[src/ledsc_pkg.sv]
`default_nettype none
package ledsc_pkg;
	// frame lengths and channel layout
	localparam int BRIGHT_LEN = 192;
	localparam int TRIM_LEN = 96;
	localparam int CHANS = 16;
	localparam int BRIGHT_W = 12;
	localparam int TRIM_W = 6;
	localparam int GROUPS = 4;
	localparam int GROUP_SIZE = 4;
	// status packet field positions
	localparam int SID_OPEN_LO = 16;
	localparam int SID_TRIM_LO = 72;
	localparam int SID_TOP_PAD = 24;
	localparam int SID_MID_PAD = 40;
	// values after reset, and the pwm count at which the counter holds
	localparam logic [11:0] BRIGHT_RESET = 12'hfff;
	localparam logic [5:0] TRIM_RESET = 6'h3f;
	localparam logic [12:0] PWM_FULL = 13'h1000;
	// timing
	localparam int SYS_CLK_NS = 50;
	localparam int OPEN_SAMPLE_NS = 1000;
	localparam int OPEN_SAMPLE_CYC = (OPEN_SAMPLE_NS + SYS_CLK_NS - 1) / SYS_CLK_NS;
	localparam logic [5:0] OPEN_SAMPLE_AGE = 6'(OPEN_SAMPLE_CYC);
	localparam int STAGGER_NS = 25;
	localparam int STAGGER_CYC = (STAGGER_NS / SYS_CLK_NS) < 1 ? 1 : (STAGGER_NS / SYS_CLK_NS);
	// event buffer
	localparam int FIFO_DEPTH = 8;
	localparam int EVT_W = 3;

	// pins arriving from outside the clock domain
	typedef struct packed {
		logic shift_clock;
		logic serial_in;
		logic latch_strobe;
		logic mode_sel;
		logic output_blank;
		logic pwm_ref_clock;
		logic over_temp;
		logic stagger_off;
	} ledsc_pins_t;

	// one serial event: a bit or a latch, with the mode seen at that time
	typedef struct packed {
		logic is_latch;
		logic data;
		logic mode;
	} ledsc_evt_t;

	typedef enum logic [0:0] {
		LEDSC_ST_TAKE = 1'b0,
		LEDSC_ST_LOAD_SID = 1'b1
	} ledsc_state_t;
endpackage
`default_nettype wire

[src/ledsc_fifo.sv]
`timescale 1ns/10ps
`default_nettype none
module ledsc_fifo #(
	parameter int WIDTH = 3,
	parameter int DEPTH = 8
) (
	input wire logic sys_clk,
	input wire logic sys_rst,
	input wire logic in_valid,
	output logic in_ready,
	input wire logic [WIDTH-1:0] in_data,
	output logic out_valid,
	input wire logic out_ready,
	output logic [WIDTH-1:0] out_data
);
	localparam int AW = $clog2(DEPTH);

	logic [DEPTH-1:0][WIDTH-1:0] mem;
	logic [DEPTH-1:0][WIDTH-1:0] next_mem;
	logic [AW-1:0] wr_ptr;
	logic [AW-1:0] next_wr_ptr;
	logic [AW-1:0] rd_ptr;
	logic [AW-1:0] next_rd_ptr;
	logic [AW:0] count;
	logic [AW:0] next_count;
	logic push;
	logic pop;

	function automatic logic [AW-1:0] ptr_step(input logic [AW-1:0] p);
		ptr_step = (p == AW'(DEPTH - 1)) ? '0 : p + 1'b1;
	endfunction

	assign in_ready = (count != (AW+1)'(DEPTH));
	assign out_valid = (count != '0);
	assign out_data = mem[rd_ptr];
	assign push = in_valid & in_ready;
	assign pop = out_valid & out_ready;

	// pointer and storage update
	always_comb
	begin
		next_mem = mem;
		next_wr_ptr = wr_ptr;
		next_rd_ptr = rd_ptr;
		if (push)
		begin
			next_mem[wr_ptr] = in_data;
			next_wr_ptr = ptr_step(wr_ptr);
		end
		if (pop)
			next_rd_ptr = ptr_step(rd_ptr);
		next_count = count + (AW+1)'(push) - (AW+1)'(pop);
	end

	always_ff @(posedge sys_clk)
	begin
		if (sys_rst)
		begin
			mem <= '0;
			wr_ptr <= '0;
			rd_ptr <= '0;
			count <= '0;
		end
		else
		begin
			mem <= next_mem;
			wr_ptr <= next_wr_ptr;
			rd_ptr <= next_rd_ptr;
			count <= next_count;
		end
	end
endmodule
`default_nettype wire

[src/ledsc_top.sv]
// Overview of operation
// - each shift clock rising edge moves serial_in into the input shift register.
// - after a full frame, latch_strobe rising edge commits shift register to data registers.
// - serial_out carries shifted-through data for chaining devices.
// - mode 0 gives a 192-bit register, mode 1 a 96-bit register.
// - latch updates brightness_value in mode 0, current_trim in mode 1.
// - after reset the block runs in mode 0 with shift register cleared.
// - open LED or overtemperature turns on the fault_flag_low pull-down.
// - with no fault the fault_flag_low pull-down stays off.
// - open LED flagged only while detection active and channel voltage below threshold.
// - each channel voltage is sampled one microsecond after switch-on.
// - open LED flags are readable in the status_readback_packet during brightness loading.
// - output_blank high switches all sixteen sink channels off.
// - output_blank high also clears the PWM counter.
// - output_blank low lets channels run under PWM of brightness_value; current_trim only feeds the status read-back.
// - channels switch in four groups of four, staggered, stagger removable.
// - after a brightness latch the shift register is reloaded with status data.
// - status bits 31:16 hold open flags, bits 167:72 current_trim.
// - reset sets each current_trim to 63 and brightness_value to 4095.
`timescale 1ns/10ps
`default_nettype none
module ledsc_top #(
	parameter int DEPTH = ledsc_pkg::FIFO_DEPTH
) (
	input wire logic sys_clk,
	input wire logic sys_rst,
	input wire ledsc_pkg::ledsc_pins_t pins,
	input wire logic [15:0] sense_low,
	output logic serial_out,
	output logic fault_flag_low_o,
	output logic fault_flag_low_oe_n,
	output logic [15:0] sink_on,
	output logic active_mode
);
	localparam int DL_LEN = (ledsc_pkg::GROUPS - 1) * ledsc_pkg::STAGGER_CYC;
	// two-stage synchronisers plus one stage for edge finding
	ledsc_pkg::ledsc_pins_t pin_meta;
	ledsc_pkg::ledsc_pins_t pin_s;
	ledsc_pkg::ledsc_pins_t pin_d;
	logic [15:0] sense_meta;
	logic [15:0] sense_s;

	always_ff @(posedge sys_clk)
	begin
		if (sys_rst)
		begin
			pin_meta <= '0;
			pin_s <= '0;
			pin_d <= '0;
			sense_meta <= '0;
			sense_s <= '0;
		end
		else
		begin
			pin_meta <= pins;
			pin_s <= pin_meta;
			pin_d <= pin_s;
			sense_meta <= sense_low;
			sense_s <= sense_meta;
		end
	end

	logic shift_rise;
	logic latch_rise;
	logic pwm_rise;
	assign shift_rise = pin_s.shift_clock & ~pin_d.shift_clock;
	assign latch_rise = pin_s.latch_strobe & ~pin_d.latch_strobe;
	assign pwm_rise = pin_s.pwm_ref_clock & ~pin_d.pwm_ref_clock;

	// event capture, held until the buffer accepts it
	ledsc_pkg::ledsc_evt_t evt_hold;
	ledsc_pkg::ledsc_evt_t next_evt_hold;
	logic hold_valid;
	logic next_hold_valid;
	logic fifo_in_ready;
	logic fifo_out_valid;
	logic fifo_out_ready;
	ledsc_pkg::ledsc_evt_t fifo_out;
	always_comb
	begin
		next_evt_hold = evt_hold;
		next_hold_valid = hold_valid & ~fifo_in_ready;
		if (shift_rise)
		begin
			next_evt_hold = '{is_latch: 1'b0, data: pin_s.serial_in, mode: pin_s.mode_sel};
			next_hold_valid = 1'b1;
		end
		else if (latch_rise)
		begin
			next_evt_hold = '{is_latch: 1'b1, data: 1'b0, mode: pin_s.mode_sel};
			next_hold_valid = 1'b1;
		end
	end

	always_ff @(posedge sys_clk)
	begin
		if (sys_rst)
		begin
			evt_hold <= '0;
			hold_valid <= 1'b0;
		end
		else
		begin
			evt_hold <= next_evt_hold;
			hold_valid <= next_hold_valid;
		end
	end

	ledsc_fifo #(.WIDTH(ledsc_pkg::EVT_W), .DEPTH(DEPTH)) u_evt_fifo (
		.sys_clk(sys_clk),
		.sys_rst(sys_rst),
		.in_valid(hold_valid),
		.in_ready(fifo_in_ready),
		.in_data(evt_hold),
		.out_valid(fifo_out_valid),
		.out_ready(fifo_out_ready),
		.out_data(fifo_out)
	);

	// shift engine, data registers and status reload
	ledsc_pkg::ledsc_state_t state;
	ledsc_pkg::ledsc_state_t next_state;
	logic [ledsc_pkg::BRIGHT_LEN-1:0] sreg;
	logic [ledsc_pkg::BRIGHT_LEN-1:0] next_sreg;
	logic [15:0][11:0] bright;
	logic [15:0][11:0] next_bright;
	logic [15:0][5:0] trim;
	logic [15:0][5:0] next_trim;
	logic [15:0] open_flag;
	logic evt_take;
	function automatic logic [ledsc_pkg::BRIGHT_LEN-1:0] sid_pack(input logic [15:0][5:0] t, input logic [15:0] o);
		sid_pack = {{ledsc_pkg::SID_TOP_PAD{1'b0}}, t, {ledsc_pkg::SID_MID_PAD{1'b0}}, o, 16'h0000};
	endfunction
	assign fifo_out_ready = (state == ledsc_pkg::LEDSC_ST_TAKE);
	assign evt_take = fifo_out_valid & fifo_out_ready;
	always_comb
	begin
		next_state = state;
		next_sreg = sreg;
		next_bright = bright;
		next_trim = trim;
		unique case (state)
			ledsc_pkg::LEDSC_ST_TAKE:
			begin
				if (evt_take && !fifo_out.is_latch)
					next_sreg = {sreg[ledsc_pkg::BRIGHT_LEN-2:0], fifo_out.data};
				else if (evt_take && !fifo_out.mode)
				begin
					next_bright = sreg;
					next_state = ledsc_pkg::LEDSC_ST_LOAD_SID;
				end
				else if (evt_take)
					next_trim = sreg[ledsc_pkg::TRIM_LEN-1:0];
			end
			ledsc_pkg::LEDSC_ST_LOAD_SID:
			begin
				next_sreg = sid_pack(trim, open_flag);
				next_state = ledsc_pkg::LEDSC_ST_TAKE;
			end
		endcase
	end

	always_ff @(posedge sys_clk)
	begin
		if (sys_rst)
		begin
			state <= ledsc_pkg::LEDSC_ST_TAKE;
			sreg <= '0;
			bright <= {ledsc_pkg::CHANS{ledsc_pkg::BRIGHT_RESET}};
			trim <= {ledsc_pkg::CHANS{ledsc_pkg::TRIM_RESET}};
		end
		else
		begin
			state <= next_state;
			sreg <= next_sreg;
			bright <= next_bright;
			trim <= next_trim;
		end
	end

	// serial output tap at the far end of the active length
	logic next_serial_out;
	logic next_active_mode;
	always_comb
	begin
		next_active_mode = pin_s.mode_sel;
		next_serial_out = active_mode ? sreg[ledsc_pkg::TRIM_LEN-1] : sreg[ledsc_pkg::BRIGHT_LEN-1];
	end

	always_ff @(posedge sys_clk)
	begin
		if (sys_rst)
		begin
			active_mode <= 1'b0;
			serial_out <= 1'b0;
		end
		else
		begin
			active_mode <= next_active_mode;
			serial_out <= next_serial_out;
		end
	end

	// pwm counter, channel compare and group stagger
	logic [12:0] pwm_cnt;
	logic [12:0] next_pwm_cnt;
	logic [15:0] on_raw;
	logic [DL_LEN:0][15:0] dl;
	logic [DL_LEN:0][15:0] next_dl;
	logic [15:0] next_sink_on;
	always_comb
	begin
		next_pwm_cnt = pwm_cnt;
		if (pin_s.output_blank)
			next_pwm_cnt = '0;
		else if (pwm_rise && pwm_cnt != ledsc_pkg::PWM_FULL)
			next_pwm_cnt = pwm_cnt + 13'h0001;
		for (int n = 0; n < ledsc_pkg::CHANS; n++)
			on_raw[n] = (pwm_cnt != '0) && ({1'b0, bright[n]} >= pwm_cnt);
		next_dl = {dl[DL_LEN-1:0], on_raw};
		for (int g = 0; g < ledsc_pkg::GROUPS; g++)
		begin
			for (int k = 0; k < ledsc_pkg::GROUP_SIZE; k++)
			begin
				if (pin_s.output_blank)
					next_sink_on[g*ledsc_pkg::GROUP_SIZE+k] = 1'b0;
				else if (pin_s.stagger_off)
					next_sink_on[g*ledsc_pkg::GROUP_SIZE+k] = dl[0][g*ledsc_pkg::GROUP_SIZE+k];
				else
					next_sink_on[g*ledsc_pkg::GROUP_SIZE+k] =
						dl[g*ledsc_pkg::STAGGER_CYC][g*ledsc_pkg::GROUP_SIZE+k];
			end
		end
	end

	always_ff @(posedge sys_clk)
	begin
		if (sys_rst)
		begin
			pwm_cnt <= '0;
			dl <= '0;
			sink_on <= '0;
		end
		else
		begin
			pwm_cnt <= next_pwm_cnt;
			dl <= next_dl;
			sink_on <= next_sink_on;
		end
	end

	// open detection: sample each channel a fixed time after switch-on
	logic [15:0][5:0] on_age;
	logic [15:0][5:0] next_on_age;
	logic [15:0] next_open_flag;
	logic detect_active;
	logic next_fault_oe_n;
	assign detect_active = pin_s.latch_strobe & ~pin_s.output_blank;
	always_comb
	begin
		next_on_age = on_age;
		next_open_flag = open_flag;
		for (int n = 0; n < ledsc_pkg::CHANS; n++)
		begin
			if (!sink_on[n])
				next_on_age[n] = '0;
			else if (on_age[n] <= ledsc_pkg::OPEN_SAMPLE_AGE)
				next_on_age[n] = on_age[n] + 6'h01;
			if (on_age[n] == ledsc_pkg::OPEN_SAMPLE_AGE)
				next_open_flag[n] = detect_active & sense_s[n];
		end
		next_fault_oe_n = ~((|open_flag) | pin_s.over_temp);
	end

	always_ff @(posedge sys_clk)
	begin
		if (sys_rst)
		begin
			on_age <= '0;
			open_flag <= '0;
			fault_flag_low_o <= 1'b0;
			fault_flag_low_oe_n <= 1'b1;
		end
		else
		begin
			on_age <= next_on_age;
			open_flag <= next_open_flag;
			fault_flag_low_o <= 1'b0;
			fault_flag_low_oe_n <= next_fault_oe_n;
		end
	end
endmodule
`default_nettype wire

[config.mk]
export PLATFORM = sky130hd
export DESIGN_NAME = ledsc_top
export DESIGN_NICKNAME = d
export VERILOG_FILES = /design/src/ledsc_pkg.sv /design/src/ledsc_fifo.sv /design/src/ledsc_top.sv
export SDC_FILE = /design/constraint.sdc
export NUM_CORES = 2
export LEC_CHECK = 0
export BUFFER_PORTS_ARGS = -buffer_cell sky130_fd_sc_hd__buf_2
export CAP_MARGIN = 25
export CORE_MARGIN = 3
export CORE_UTILIZATION = 37
export CTS_CLUSTER_SIZE = 14
export DETAILED_ROUTE_END_ITERATION = 8
export HOLD_SLACK_MARGIN = 0.03
export PLACE_DENSITY = 0.58
export SYNTH_ARGS = -nofsm -noshare
export SYNTH_HDL_FRONTEND = slang
export SYNTH_HIERARCHICAL = 1
export SYNTH_SLANG_ARGS = --single-unit
[constraint.sdc]
create_clock -name sys_clk -period 3.3 [get_ports sys_clk]
set_input_delay 0.33 -clock sys_clk [delete_from_list [all_inputs] [get_ports sys_clk]]
set_output_delay 0.33 -clock sys_clk [all_outputs]
set_load 0.01 [all_outputs]
==> metrics.md <==
| Metric | Value |
|---|---|
| Status | complete, no violations |
| Syn avg cell area | 8.74 sq um |
| Leakage power | 0.0158 uW |
| Post-DP HPWL | 49,400 um |
| Max-Cap Viols | 0 |
| CP Class | flip-flop to flip-flop |
| Die Area | 92,000 sq um |
| Critical path buffer and inverter count | 2 |
| Remaining global-route overflow | 0 |
| Area delta synth->final | 12.8% |
| CTS tree | yes |
| Final period util | 0.908 |
| CTS buffer count | 81 |
| Layout Nets | 4,002 |
| Mapped Area | 32,700 sq um |
| Crit path required time | 3760 ps |
| Worst setup EP type | flip-flop |
| First-pass detailed-route iteration total | 5 |
| Post-synth EDFFs | 0 |
| RSZ-0062 raised after global routing | false |
| Antenna violations before repair | 2 |
| # IOs | 46 |
| CTS sink count | 754 |
| Chip Width | 303 um |
| Initial Util | 0.375 |
| Fraction of registers with async set/reset | 0 |
| Vias in the first global route | 23,804 |
| DRC viols | 0 |
| CP cell instances | mux4_1 > mux2_2 > nor3b_4 > buf_12 > buf_12 > mux2i_1 > nor2_1 > a21oi_1 > nor2_1 |
| Mapped Cells | 3,741 |
| ANT cells | 0 |
| Drt total wl | 77,800 um |
| PwrDens | 561 nW/um^2 |
| Root buf cell | clkbuf_16 |
| Vias | 24,775 |
| Worst slew margin | 0.279 |
| Post-route ant nets | 0 |
| Largest net degree at the start of global routing | 227 |
| Main flop type after synthesis | dfxtp_1 |
| Hold_ws | 119 ps |
| Iteration-0 DRC Markers | 1,431 |
| Fmax | 334 MHz |
| Clk_skew | 23.1 ps |
| Syn nets | 4,004 |
| CP top delay family | multiplexers |
| Sequential share of the synthesized area | 0.462 |
| Fin crit period | 2990 ps |
| Worst-Skew Late Latency | 630 ps |
| Longest Clk Path Bufs | 3 |
| # setup viols final | 0 |
| Worst Tran Pin Value | 1080 ps |
| Critical Path Start Type | flip-flop |
| GP Congestion | 0.785 |
| Die height | 303 um |
| Total Routing Usage GR | 0.170 |
| Htree depth | 3 |
| Crit Path Max Fanout | 55 |
| Setup tns final | 0 ps |
| Share of cells above drive strength 1 | 0.0682 |
| Core area | 87,200 sq um |
| Final hold violation count | 0 |
| Layout Utilization | 0.423 |
| Port buffer count | 44 |
| Synth warn | 6 |
| Clock transition at path regs | 60 ps |
| Hold crit path type | input pin to flip-flop |
| Yosys cell types | 69 |
| Slew Limit Fails | 0 |
| Routed WL per cell | 15.7 um |
| Max VDD drop | 0.472 mV |
| Critical-path top delay cell | mux4_1 |
| Tot Pwr | 20,700 uW |
| Critical Path Max Stage Delay | 620 ps |
| Flops & latches, synth | 754 |
| WP data arrival | 3460 ps |
| Via/cell ratio | 5.00 |
| Row cnt | 108 |
| First-pass GRT wire length | 128,000 um |
-- per-layer routing --
layer / wire [um] / vias to the layer above / GRT usage / part of all wire
met1: 37800 / 11732 / 0.229 / 0.49
met3: 2600 / 92 / 0.0228 / 0.033
li1: - / 12656 / - / -
met5: 0 / - / 0 / 0
met4: 1400 / 0 / 0.0442 / 0.018
met2: 36000 / 295 / 0.286 / 0.46
-- cell type report --
| class | instances | area, sq um |
|---|---|---|
| fill | 8671 | 50300 |
| multi-input combinational | 2684 | 16200 |
| sequential | 754 | 15100 |
| clock buffer | 116 | 2380 |
| tap | 1155 | 1450 |
| timing repair buffer | 127 | 1130 |
| inverter | 91 | 349 |
| clock inverter | 25 | 303 |
-- placed cells by master (no fill, tap or decap), drive strengths merged, types with 4 or more instances in the layout --
master,synthesis,routed
xor2,33,33
nand2b,48,48
nand3,310,310
a41oi,17,17
inv,91,94
a21oi,251,251
o21ai,66,66
nor4,6,6
buf,93,103
o2111ai,9,9
o211ai,27,27
mux4,6,6
nor2b,108,108
and4,6,6
clkinv,0,15
and2,6,6
a221oi,5,5
nand2,629,629
nor3,18,18
mux2i,165,165
nand4b,19,19
a211oi,10,10
nor3b,82,82
nand4,26,26
a21o,22,22
and3,12,12
a31oi,6,6
xnor2,25,25
ha,236,236
a211o,7,7
o31a,16,16
or3,4,4
dfxtp,754,754
clkbuf,119,116
bufinv,0,5
dlygate4sd3,0,24
nor2,480,480
-- synthesized netlist by cell type (all sizes together) (4+ instances only) --
cell type | n | area share
a211o | 7 | 0.0019
a211oi | 10 | 0.0024
a21o | 22 | 0.0051
a21oi | 251 | 0.038
a221oi | 5 | 0.0013
a31oi | 6 | 0.0011
a41oi | 17 | 0.0046
and2 | 6 | 0.0012
and3 | 12 | 0.0023
and4 | 6 | 0.0016
buf | 93 | 0.020
clkbuf | 119 | 0.014
dfxtp | 754 | 0.46
ha | 236 | 0.090
inv | 91 | 0.010
mux2i | 165 | 0.051
mux4 | 6 | 0.0048
nand2 | 629 | 0.072
nand2b | 48 | 0.0092
nand3 | 310 | 0.048
nand4 | 26 | 0.0064
nand4b | 19 | 0.0055
nor2 | 480 | 0.055
nor2b | 108 | 0.021
nor3 | 18 | 0.0029
nor3b | 82 | 0.019
nor4 | 6 | 0.0011
o2111ai | 9 | 0.0024
o211ai | 27 | 0.0062
o21ai | 66 | 0.010
o31a | 16 | 0.0043
or3 | 4 | 0.00092
xnor2 | 25 | 0.0067
xor2 | 33 | 0.0088
-- per-stage QoR --
step	setup WS (ps)	cells	instance area, sq um
2_1_floorplan	836	3741	32700
3_3_place_gp	390	4787	34000
3_5_place_dp	326	4787	34000
4_1_cts	291	4952	36900
5_1_grt	81.0	4952	36900
6_report	305	4952	36900
-- sequential cells by signal, indices dropped and copies added (netlist names), 3 cells and up --
name and flops:
on_age 96, sense_s 16, sreg 192, open_flag 16, u_evt_fifo/mem 24, trim 96
u_evt_fifo/count 4, pin_s 7, pin_meta 8, u_evt_fifo/rd_ptr 3, bright 192, pwm_cnt 13
sink_on 16, sense_meta 16, evt_hold 3, u_evt_fifo/wr_ptr 3, pin_d 3, dl 40
-- repair_timing --
item	CTS	global route
hold endpoints to repair	24	0
setup buffers	0	0
hold buffers	24	0
resized for setup	0	0
-- worst paths after layout --
path / startpoint / endpoint / slack (ps) / cells past startpoint
min reg2reg: dl[25]$_SDFF_PP0_ / dl[41]$_SDFF_PP0_ / 440 / 1
max reg2reg: u_evt_fifo/rd_ptr[0]$_SDFFE_PP0P_ / sreg[143]$_SDFFE_PP0P_ / 310 / 9
max: u_evt_fifo/rd_ptr[0]$_SDFFE_PP0P_ / sreg[143]$_SDFFE_PP0P_ / 310 / 9
min: sys_rst / serial_out$_SDFF_PP0_ / 120 / 2
-- kinds of logic after synthesis --
kind of cell / count (synthesis) / synth area share
simple gates: 1762 / 0.248
compound gates: 452 / 0.0831
fa+ha+maj: 237 / 0.0909
other cells: 1 / 0.000115
buf+inv: 303 / 0.0439
xor+xnor: 58 / 0.0155
flops: 754 / 0.462
mux: 174 / 0.0564
-- power breakdown --
| part | leakage (uW) | internal [uW] | total, uW | switching [uW] |
|---|---|---|---|---|
| registers | 0.00610 | 9230 | 9350 | 118 |
| clock network | 0.00132 | 5410 | 9160 | 3750 |
| logic | 0.00840 | 868 | 2200 | 1330 |
No activity file was read; power rests on OpenSTA's default activity.
